## src/rtl/pcr_map.svh

```systemverilog
// Purpose: offsets, field positions, reset values and counts of the
//          phy configuration and indirect access registers
// Assumes: register indices are the management-frame register numbers
// Notes:   included by the package and the register module
`ifndef PCR_MAP_SVH
`define PCR_MAP_SVH

// ----------------------------------------------------------------------
// register indices on the management bus
// ----------------------------------------------------------------------
`define PCR_IDX_LINK_CFG     5'h09
`define PCR_IDX_CMD_SEL      5'h0D
`define PCR_IDX_ADDR_DATA    5'h0E
`define PCR_IDX_IRQ_TEST     5'h11

// ----------------------------------------------------------------------
// field positions
// ----------------------------------------------------------------------
`define PCR_CFG_SOFT_RST     15
`define PCR_CFG_TXERR_DIS    14
`define PCR_CFG_AN_EN        13
`define PCR_CFG_ENABLE       12
`define PCR_CFG_REFL_AUTO    8
`define PCR_IRQ_POLARITY     3
`define PCR_IRQ_FORCE        2

// ----------------------------------------------------------------------
// reset values
// ----------------------------------------------------------------------
`define PCR_CFG_RST          16'h2000
`define PCR_IRQ_TEST_RST     16'h010B

// ----------------------------------------------------------------------
// indirect command codes and target spaces
// ----------------------------------------------------------------------
`define PCR_CMD_ADDRESS      2'b00
`define PCR_CMD_DATA         2'b01
`define PCR_CMD_INC_RW       2'b10
`define PCR_CMD_INC_WR       2'b11
`define PCR_SPACE_VENDOR     5'b11111
`define PCR_SPACE_PMA        5'b00001
`define PCR_VENDOR_TOP       16'h04D1

// ----------------------------------------------------------------------
// management frame counts
// ----------------------------------------------------------------------
`define PCR_OP_READ          2'b10
`define PCR_OP_WRITE         2'b01
`define PCR_PREAMBLE_BITS    6'd32
`define PCR_HDR_LAST         5'd11
`define PCR_DATA_LAST        5'd15
`define PCR_DATA_BITS        5'd16
`define PCR_SKIP_LAST        5'd17
`define PCR_STRAP_WAIT       2'd2

`endif

```

## src/rtl/pcr_pkg.sv

```systemverilog
// Purpose: types shared by the configuration register block
// Assumes: constants come from the map header
// Notes:   state is one packed struct registered in one process
`include "pcr_map.svh"

package pcr_pkg;

    // ------------------------------------------------------------------
    // management frame receiver states
    // ------------------------------------------------------------------
    typedef enum logic [2:0] {
        MS_IDLE,
        MS_START,
        MS_HDR,
        MS_WTA,
        MS_WDAT,
        MS_RTA,
        MS_RDAT,
        MS_SKIP
    } pcr_mdio_st_t;

    // serial mac link controls handed to the interface logic
    typedef struct packed {
        logic softRst;
        logic txErrDis;
        logic anEn;
        logic enable;
        logic reflAutoRun;
    } pcr_link_ctl_t;

    // one indirect access toward the extended register spaces
    typedef struct packed {
        logic        rd;
        logic        wr;
        logic [4:0]  space;
        logic [15:0] addr;
        logic [15:0] wdata;
    } pcr_mmd_req_t;

    // the whole state of the register block
    typedef struct packed {
        logic [2:0]   mdcSync;
        logic [1:0]   mdioSync;
        logic [1:0]   strapSync;
        logic [1:0]   strapCnt;
        logic         strapDone;
        pcr_mdio_st_t st;
        logic [4:0]   bitCnt;
        logic [5:0]   ones;
        logic         preOk;
        logic [15:0]  shift;
        logic [4:0]   regAd;
        logic [15:0]  linkCfg;
        logic [1:0]   cmd;
        logic [4:0]   space;
        logic [15:0]  addrVendor;
        logic [15:0]  addrPma;
        logic [15:0]  irqTest;
        pcr_mmd_req_t mmd;
        logic         rdPend;
        logic         rdHit;
        logic [15:0]  mmdData;
        logic         linkPrev;
        logic         reflStart;
        logic         intPin;
        logic         mdioOut;
        logic         mdioOen;
    } pcr_state_t;

endpackage

```

## src/rtl/pcr_phy_config_regs.sv

```systemverilog
// Purpose: serial mac link, reflectometry, indirect access and interrupt
//          pin control registers behind the management serial bus
// Assumes: mdc is far slower than mclk; phyAddr and irqEvent and linkUp
//          come from logic on mclk; mmdRdata is valid one cycle after rd
// Notes:   mdio output enable is low while this block drives the line
`include "pcr_map.svh"
module pcr_phy_config_regs (
    input  wire logic                   mclk,
    input  wire logic                   rst,
    input  wire logic                   mdc,
    input  wire logic                   mdioIn,
    output logic                        mdioOut,
    output logic                        mdioOen,
    input  wire logic [4:0]             phyAddr,
    input  wire logic                   linkEnStrap,
    input  wire logic                   linkUp,
    input  wire logic                   irqEvent,
    output logic                        intPin,
    output logic                        reflStart,
    output pcr_pkg::pcr_link_ctl_t      linkCtl,
    output pcr_pkg::pcr_mmd_req_t       mmdReq,
    input  wire logic [15:0]            mmdRdata
);
    import pcr_pkg::*;

    pcr_state_t s_r;
    pcr_state_t s_nxt;

    // ------------------------------------------------------------------
    // decoding helpers
    // ------------------------------------------------------------------
    // only two spaces answer; anything else must leave state untouched
    function automatic logic spaceOk(input logic [4:0] sp);
        spaceOk = (sp == `PCR_SPACE_VENDOR) || (sp == `PCR_SPACE_PMA);
    endfunction

    // vendor space stops at its top register, pma space is full width
    function automatic logic addrOk(input logic [4:0]  sp,
                                    input logic [15:0] ad);
        addrOk = spaceOk(sp) &&
                 ((sp != `PCR_SPACE_VENDOR) || (ad <= `PCR_VENDOR_TOP));
    endfunction

    logic [15:0] curAddr;
    logic [15:0] readVal;
    logic [11:0] hdr;
    logic [15:0] wrData;
    logic        mdcRise;
    logic        bitIn;

    // ------------------------------------------------------------------
    // next state
    // ------------------------------------------------------------------
    always_comb begin
        s_nxt   = s_r;
        hdr     = {s_r.shift[10:0], s_r.mdioSync[1]};
        wrData  = {s_r.shift[14:0], s_r.mdioSync[1]};
        mdcRise = s_r.mdcSync[1] & ~s_r.mdcSync[2];
        bitIn   = s_r.mdioSync[1];
        curAddr = (s_r.space == `PCR_SPACE_VENDOR) ? s_r.addrVendor
                                                   : s_r.addrPma;

        // read data mux; reserved command bits read as zero
        if (s_r.regAd == `PCR_IDX_LINK_CFG) begin
            readVal = s_r.linkCfg;
        end else if (s_r.regAd == `PCR_IDX_CMD_SEL) begin
            readVal = {s_r.cmd, 9'h000, s_r.space};
        end else if (s_r.regAd == `PCR_IDX_ADDR_DATA) begin
            if (!spaceOk(s_r.space)) begin
                readVal = 16'h0000;
            end else if (s_r.cmd == `PCR_CMD_ADDRESS) begin
                readVal = curAddr;
            end else begin
                readVal = s_r.rdHit ? s_r.mmdData : 16'h0000;
            end
        end else if (s_r.regAd == `PCR_IDX_IRQ_TEST) begin
            readVal = s_r.irqTest;
        end else begin
            readVal = 16'h0000;
        end

        // pins pass two flops, mdc a third for its edge; first stage feeds only the second
        s_nxt.mdcSync   = {s_r.mdcSync[1:0], mdc};
        s_nxt.mdioSync  = {s_r.mdioSync[0], mdioIn};
        s_nxt.strapSync = {s_r.strapSync[0], linkEnStrap};

        // strobes last one cycle
        s_nxt.mmd.rd    = 1'b0;
        s_nxt.mmd.wr    = 1'b0;
        s_nxt.linkCfg[`PCR_CFG_SOFT_RST] = 1'b0;

        // strap caught once the synchroniser has settled after reset
        if (!s_r.strapDone) begin
            if (s_r.strapCnt == `PCR_STRAP_WAIT) begin
                s_nxt.linkCfg[`PCR_CFG_ENABLE] = s_r.strapSync[1];
                s_nxt.strapDone = 1'b1;
            end else begin
                s_nxt.strapCnt = s_r.strapCnt + 2'd1;
            end
        end

        // indirect read data arrives the cycle after the request
        s_nxt.rdPend = s_r.mmd.rd;
        if (s_r.rdPend) begin
            s_nxt.mmdData = mmdRdata;
        end

        // reflectometry start on a falling link when auto-run is set
        s_nxt.linkPrev  = linkUp;
        s_nxt.reflStart = s_r.linkCfg[`PCR_CFG_REFL_AUTO] &
                          s_r.linkPrev & ~linkUp;

        // forced interrupt ored with real events, then polarity
        if (s_r.irqTest[`PCR_IRQ_POLARITY]) begin
            s_nxt.intPin = ~(irqEvent |
                             s_r.irqTest[`PCR_IRQ_FORCE]);
        end else begin
            s_nxt.intPin = irqEvent |
                           s_r.irqTest[`PCR_IRQ_FORCE];
        end

        // management frame bit engine, one step per mdc rising edge
        if (mdcRise) begin
            case (s_r.st)
                MS_IDLE: begin
                    if (bitIn) begin
                        if (s_r.ones != `PCR_PREAMBLE_BITS) begin
                            s_nxt.ones = s_r.ones + 6'd1;
                        end
                        if (s_r.ones == `PCR_PREAMBLE_BITS - 6'd1) begin
                            s_nxt.preOk = 1'b1;
                        end
                    end else begin
                        s_nxt.ones = 6'd0;
                        if (s_r.preOk) begin
                            s_nxt.st = MS_START;
                        end
                    end
                end
                MS_START: begin
                    s_nxt.bitCnt = 5'd0;
                    s_nxt.st     = bitIn ? MS_HDR : MS_IDLE;
                end
                MS_HDR: begin
                    s_nxt.shift  = {s_r.shift[14:0], bitIn};
                    s_nxt.bitCnt = s_r.bitCnt + 5'd1;
                    if (s_r.bitCnt == `PCR_HDR_LAST) begin
                        s_nxt.regAd  = hdr[4:0];
                        s_nxt.bitCnt = 5'd0;
                        if (hdr[11:10] != `PCR_OP_READ &&
                            hdr[11:10] != `PCR_OP_WRITE) begin
                            // bad opcode: demand a full preamble again
                            s_nxt.preOk = 1'b0;
                            s_nxt.st    = MS_IDLE;
                        end else if (hdr[9:5] != phyAddr) begin
                            s_nxt.st = MS_SKIP;
                        end else if (hdr[11:10] == `PCR_OP_WRITE) begin
                            s_nxt.st = MS_WTA;
                        end else begin
                            s_nxt.st    = MS_RTA;
                            s_nxt.rdHit = 1'b0;
                            if (hdr[4:0] == `PCR_IDX_ADDR_DATA &&
                                s_r.cmd != `PCR_CMD_ADDRESS &&
                                addrOk(s_r.space, curAddr)) begin
                                s_nxt.rdHit     = 1'b1;
                                s_nxt.mmd.rd    = 1'b1;
                                s_nxt.mmd.space = s_r.space;
                                s_nxt.mmd.addr  = curAddr;
                                if (s_r.cmd == `PCR_CMD_INC_RW) begin
                                    if (s_r.space == `PCR_SPACE_VENDOR) begin
                                        s_nxt.addrVendor = curAddr + 16'd1;
                                    end else begin
                                        s_nxt.addrPma = curAddr + 16'd1;
                                    end
                                end
                            end
                        end
                    end
                end
                MS_WTA: begin
                    s_nxt.bitCnt = s_r.bitCnt + 5'd1;
                    if ((s_r.bitCnt == 5'd0 && !bitIn) ||
                        (s_r.bitCnt == 5'd1 && bitIn)) begin
                        s_nxt.preOk = 1'b0;
                        s_nxt.st    = MS_IDLE;
                    end else if (s_r.bitCnt == 5'd1) begin
                        s_nxt.bitCnt = 5'd0;
                        s_nxt.st     = MS_WDAT;
                    end
                end
                MS_WDAT: begin
                    s_nxt.shift  = wrData;
                    s_nxt.bitCnt = s_r.bitCnt + 5'd1;
                    if (s_r.bitCnt == `PCR_DATA_LAST) begin
                        s_nxt.st = MS_IDLE;
                        // commit the completed write
                        if (s_r.regAd == `PCR_IDX_LINK_CFG) begin
                            s_nxt.linkCfg = wrData;
                        end else if (s_r.regAd == `PCR_IDX_CMD_SEL) begin
                            s_nxt.cmd   = wrData[15:14];
                            s_nxt.space = wrData[4:0];
                        end else if (s_r.regAd == `PCR_IDX_ADDR_DATA) begin
                            if (!spaceOk(s_r.space)) begin
                                s_nxt.st = MS_IDLE;
                            end else if (s_r.cmd == `PCR_CMD_ADDRESS) begin
                                if (s_r.space == `PCR_SPACE_VENDOR) begin
                                    s_nxt.addrVendor = wrData;
                                end else begin
                                    s_nxt.addrPma = wrData;
                                end
                            end else if (addrOk(s_r.space, curAddr)) begin
                                s_nxt.mmd.wr    = 1'b1;
                                s_nxt.mmd.space = s_r.space;
                                s_nxt.mmd.addr  = curAddr;
                                s_nxt.mmd.wdata = wrData;
                                // both increment codes step on writes
                                if (s_r.cmd[1]) begin
                                    if (s_r.space == `PCR_SPACE_VENDOR) begin
                                        s_nxt.addrVendor = curAddr + 16'd1;
                                    end else begin
                                        s_nxt.addrPma = curAddr + 16'd1;
                                    end
                                end
                            end
                        end else if (s_r.regAd == `PCR_IDX_IRQ_TEST) begin
                            s_nxt.irqTest = wrData;
                        end
                    end
                end
                MS_RTA: begin
                    // second turnaround bit is driven low by us
                    s_nxt.mdioOen = 1'b0;
                    s_nxt.mdioOut = 1'b0;
                    s_nxt.shift   = readVal;
                    s_nxt.bitCnt  = 5'd0;
                    s_nxt.st      = MS_RDAT;
                end
                MS_RDAT: begin
                    if (s_r.bitCnt == `PCR_DATA_BITS) begin
                        s_nxt.mdioOen = 1'b1;
                        s_nxt.mdioOut = 1'b1;
                        s_nxt.st      = MS_IDLE;
                    end else begin
                        s_nxt.mdioOut = s_r.shift[15];
                        s_nxt.shift   = {s_r.shift[14:0], 1'b0};
                        s_nxt.bitCnt  = s_r.bitCnt + 5'd1;
                    end
                end
                MS_SKIP: begin
                    // frame for another address: sit out its tail
                    s_nxt.bitCnt = s_r.bitCnt + 5'd1;
                    if (s_r.bitCnt == `PCR_SKIP_LAST) begin
                        s_nxt.st = MS_IDLE;
                    end
                end
                default: begin
                    s_nxt.st = MS_IDLE;
                end
            endcase
        end
    end

    // ------------------------------------------------------------------
    // state register
    // ------------------------------------------------------------------
    always_ff @(posedge mclk) begin
        if (rst) begin
            s_r         <= '0;
            s_r.st      <= MS_IDLE;
            s_r.linkCfg <= `PCR_CFG_RST;
            s_r.irqTest <= `PCR_IRQ_TEST_RST;
            s_r.intPin  <= 1'b1;
            s_r.mdioOut <= 1'b1;
            s_r.mdioOen <= 1'b1;
        end else begin
            s_r <= s_nxt;
        end
    end

    // ------------------------------------------------------------------
    // outputs, all straight from flops
    // ------------------------------------------------------------------
    assign mdioOut   = s_r.mdioOut;
    assign mdioOen   = s_r.mdioOen;
    assign intPin    = s_r.intPin;
    assign reflStart = s_r.reflStart;
    assign mmdReq    = s_r.mmd;
    assign linkCtl.softRst     = s_r.linkCfg[`PCR_CFG_SOFT_RST];
    assign linkCtl.txErrDis    = s_r.linkCfg[`PCR_CFG_TXERR_DIS];
    assign linkCtl.anEn        = s_r.linkCfg[`PCR_CFG_AN_EN];
    assign linkCtl.enable      = s_r.linkCfg[`PCR_CFG_ENABLE];
    assign linkCtl.reflAutoRun = s_r.linkCfg[`PCR_CFG_REFL_AUTO];

endmodule

```

## config.mk

```make
export PLATFORM = sky130hd
export DESIGN_NAME = pcr_phy_config_regs
export DESIGN_NICKNAME = d
export VERILOG_FILES = /design/src/rtl/pcr_pkg.sv /design/src/rtl/pcr_phy_config_regs.sv
export VERILOG_INCLUDE_DIRS = /design/src /design/src/rtl
export SDC_FILE = /design/constraint.sdc
export NUM_CORES = 1
export LEC_CHECK = 0
export ABC_AREA = 1
export BUFFER_PORTS_ARGS = -buffer_cell sky130_fd_sc_hd__buf_2
export CORE_MARGIN = 4
export CORE_UTILIZATION = 60
export CTS_CLUSTER_DIAMETER = 120
export DETAILED_ROUTE_END_ITERATION = 10
export PLACE_DENSITY = 0.8
export SYNTH_ARGS = -nofsm -noshare
export SYNTH_HDL_FRONTEND = slang
export SYNTH_SLANG_ARGS = --single-unit
```

## constraint.sdc

```tcl
create_clock -name mclk -period 4.65 [get_ports mclk]
set_clock_uncertainty 0.05 [all_clocks]
set_input_delay 0 -clock mclk [delete_from_list [all_inputs] [get_ports mclk]]
set_output_delay 0 -clock mclk [all_outputs]
set_load 0.01 [all_outputs]
```

==> summary.txt <==
Outcome
  – Outcome: complete, no violations

Final layout
  – Area grow syn2layout: 9.55%
  – Non-filler cells, final: 1,681
  – Area of the multi-input gates: 4910 sq um
  – Ant. Diodes: 0
  – Most frequent cells in the layout: 268 x nand2_1, 179 x dfxtp_1, 174 x nor2_1, 166 x a21oi_1, 145 x inv_1
  – Layout cells sized above 1: 11.6%
  – Fin nets: 1,492
  – Filler cell count: 1,411
  – Storage cell area: 3580 sq um
  – Most common cell after layout, fill and taps aside: nand2_1

Drt
  – Initial DRC Count: 1,228
  – DRT antenna net count: 0
  – First drt pass iteration count: 6
  – Vias per inst: 5.83
  – Vias: 9,808
  – Routed wire length: 29,800 um
  – Residual DRC: 0
  – DR WL/cell: 17.7 um

Critical path
  – CP endpoint kind: flip-flop
  – Crit-path max FO: 46
  – Worst EP required: 4.90 ns
  – Bufs and invs on worst path: 2
  – Critical path class: flip-flop to flip-flop
  – R2R Path Start: s_r[114]$_SDFFE_PP0P_
  – Crit path from: s_r[114]$_SDFFE_PP0P_
  – Delay-heaviest family, CP: simple AND/OR/NAND/NOR gates
  – Worst path cell trace: nand2_2 > nor2_4 > buf_4 > nand2_1 > nand2_1 > nand2_1 > nor2_1 > nand2_1 > nor2_1 > nor2_1 > nand2_2 > nand3_2 > nand2_2 > nand2_1 > nor2_2 > buf_4 > nand2_1 > o21ai_0 > nor2_1
  – Slowest-stage cell, CP: nor2_4
  – Critical Path Source Type: flip-flop
  – CP most frequent cell: nand2_1
  – Worst EP arrival: 4.38 ns
  – Max incr delay on CP: 0.81 ns

Min path
  – Hold Crit Start: rst
  – HP Class: input port to flip-flop

Yosys
  – Netlist Area Pre-Place: 9700 sq um
  – Unique cell type count in the Yosys netlist: 53
  – Total of warnings raised by yosys: 0
  – Post-synth top flop: dfxtp_1
  – Seq cells post-synth: 179
  – FFs w/ async S/R, synth: 0%
  – Syn Inst Count: 1,433
  – Sequential share of the synthesized area: 36.9%
  – Number of synthesized flops with an enable pin: 0
  – Synth area leader: dfxtp_1
  – Avg Cell Area, Syn: 6.77 sq um
  – Synth top area share: 36.9%
  – Syn_nets: 1,473
  – Dominant cells by area after synthesis: dfxtp_1 37%, nand2_1 10%, a21oi_1 8.6%

Timing
  – Period utilization: 88.6%
  – Least-Margin Pin Slew: 1.03 ns
  – Final hold violations: 0
  – Final Critical Period: 4.12 ns
  – Rel. slew slack: 31.0%
  – Slew Limit Fails: 0
  – Post-route setup TNS: 0 ns
  – Max Fclk: 243 MHz
  – Endpoints failing setup: 0
  – RSZ-0062 raised after global routing: no

Global routing
  – Met1 usage: 43.4%
  – Maximum number of pins on one net before global-route repair: 58
  – GR peak layer: met2
  – First-pass GRT wire length: 46,800 um
  – Met3 usage: 9.03%
  – Global route overflow: 0
  – Vias in the first global route: 8,782
  – Antenna violations before repair: 0
  – Global Route Usage Sum: 32.3%
  – Met2 usage: 49.6%

Pwr
  – Leakage power: 4.35 nW
  – Design Power: 3.08 mW
  – Worst IR Drop VDD: 0.275 mV
  – Pwr dens: 290 nW/um^2

Die
  – Core Box Area: 15,900 sq um
  – Num ports: 76
  – Die Width: 135 um
  – Die area: 18,300 sq um
  – Chip Height: 135 um
  – Initial Util: 61.1%
  – Row cnt: 46

Clock tree
  – CTS buffer count: 17
  – Reg clk slew, reported paths: 0.07 ns
  – CTS tree: yes
  – CTS max path bufs: 2
  – CTS HTree Levels: 4
  – Post-CTS setup buffers: 0
  – Later-pin clock latency in the skew report: 0.44 ns
  – Clock Sinks: 179
  – Root buffer cell: clkbuf_16

Job
  – Max_cap viols: 0

Place
  – Port Buf Inserts: 75
  – GPL Wtd Cong: 1.01
  – DP HPWL: 20,400 um
  – Placed Instances: 1,628
-- synth_stat cells (all sizes together) (4+ instances only) --
cell type / n
a22oi: 9
a21oi: 167
buf: 65
ha: 12
nand3: 57
nand4: 24
o2111ai: 4
nor4: 4
nor2: 191
o211ai: 17
clkbuf: 48
a221oi: 5
nand2: 276
inv: 147
o21ai: 131
dfxtp: 179
nor3: 38
a31oi: 5
clkinv: 4
xor2: 13
o311ai: 6
o21bai: 6
-- worst reg2reg max path, cell delays in order, from the launching register on --
cell and delay, ns:
dfxtp_1 0.46, nand2_2 0.13, nor2_4 0.81, buf_4 0.33, nand2_1 0.06, nand2_1 0.09
nand2_1 0.08, nor2_1 0.15, nand2_1 0.07, nor2_1 0.09, nor2_1 0.05, nand2_2 0.11
nand3_2 0.09, nand2_2 0.40, nand2_1 0.12, nor2_2 0.33, buf_4 0.33, nand2_1 0.08
o21ai_0 0.08, nor2_1 0.05
-- worst paths after layout --
kind | endpoint | slack [ns] | cells after the start
setup / recovery | s_r[104]$_SDFFE_PP0P_ | 0.53 | 19
hold reg to reg | s_r[173]$_SDFF_PP0_ | 0.35 | 2
setup reg to reg | s_r[104]$_SDFFE_PP0P_ | 0.53 | 19
hold / removal | s_r[173]$_SDFF_PP0_ | 0.13 | 3
-- registers in the layout, summed over array words and instances (netlist names) --
register,flops
s_r,115
mmdReq,39
hdr,11
linkCtl,5
s_nxt,4
bitIn,1
intPin,1
mdioOen,1
mdioOut,1
reflStart,1
-- routing by layer --
| layer | wire length, um | up-vias |
|---|---|---|
| met5 | 0 | - |
| met4 | 989 | 0 |
| met3 | 3300 | 73 |
| met2 | 13000 | 576 |
| met1 | 12400 | 4427 |
| li1 | - | 4732 |
-- per-stage QoR --
| step | util, % | area, sq um | setup WS, ns | hold slack (ns) |
|---|---|---|---|---|
| 2_1_floorplan | - | 9700 | 2.03 | 0.0259 |
| 3_3_place_gp | 61.9 | 9840 | 0.692 | 0.130 |
| 3_5_place_dp | 61.9 | 9840 | 0.653 | 0.135 |
| 4_1_cts | 66.9 | 10600 | 0.635 | 0.123 |
| 5_1_grt | 66.9 | 10600 | 0.128 | 0.140 |
| 6_report | 66.9 | 10600 | 0.528 | 0.127 |
-- logic make-up (layout without fill, tap and decap cells) --
logic type	Yosys count	in the layout	synth area share, %
flip-flops	179	179	36.9
AND/OR/NAND/NOR	599	599	26.6
buffers and inverters	264	296	12.6
XOR/XNOR	14	14	1.26
AO/OA/AOI/OAI	365	365	21.1
adder cells (fa/ha/maj)	12	12	1.55
-- report_power, final --
part           internal (mW)  switching [mW]
Combinational         0.0458          0.0682
Sequential              1.55         0.00707
Clock                  0.724           0.687
Total                   2.32           0.763
-- cell type report --
type / instances / share of cell area, %
Multi-Input combinational cell: 990 / 46.3
Sequential cell: 179 / 33.7
Timing Repair Buffer: 113 / 6.71
Inverter: 151 / 5.33
Clock buffer: 18 / 4.13
Tap cell: 216 / 2.54
Clock inverter: 14 / 1.30
-- what timing repair did --
action | in CTS | in global routing
gates resized for setup | 0 | 0
endpoints found under the hold margin | 22 | 0
hold buffers | 21 | 0
Note: power is estimated with default switching activity, not from simulation.
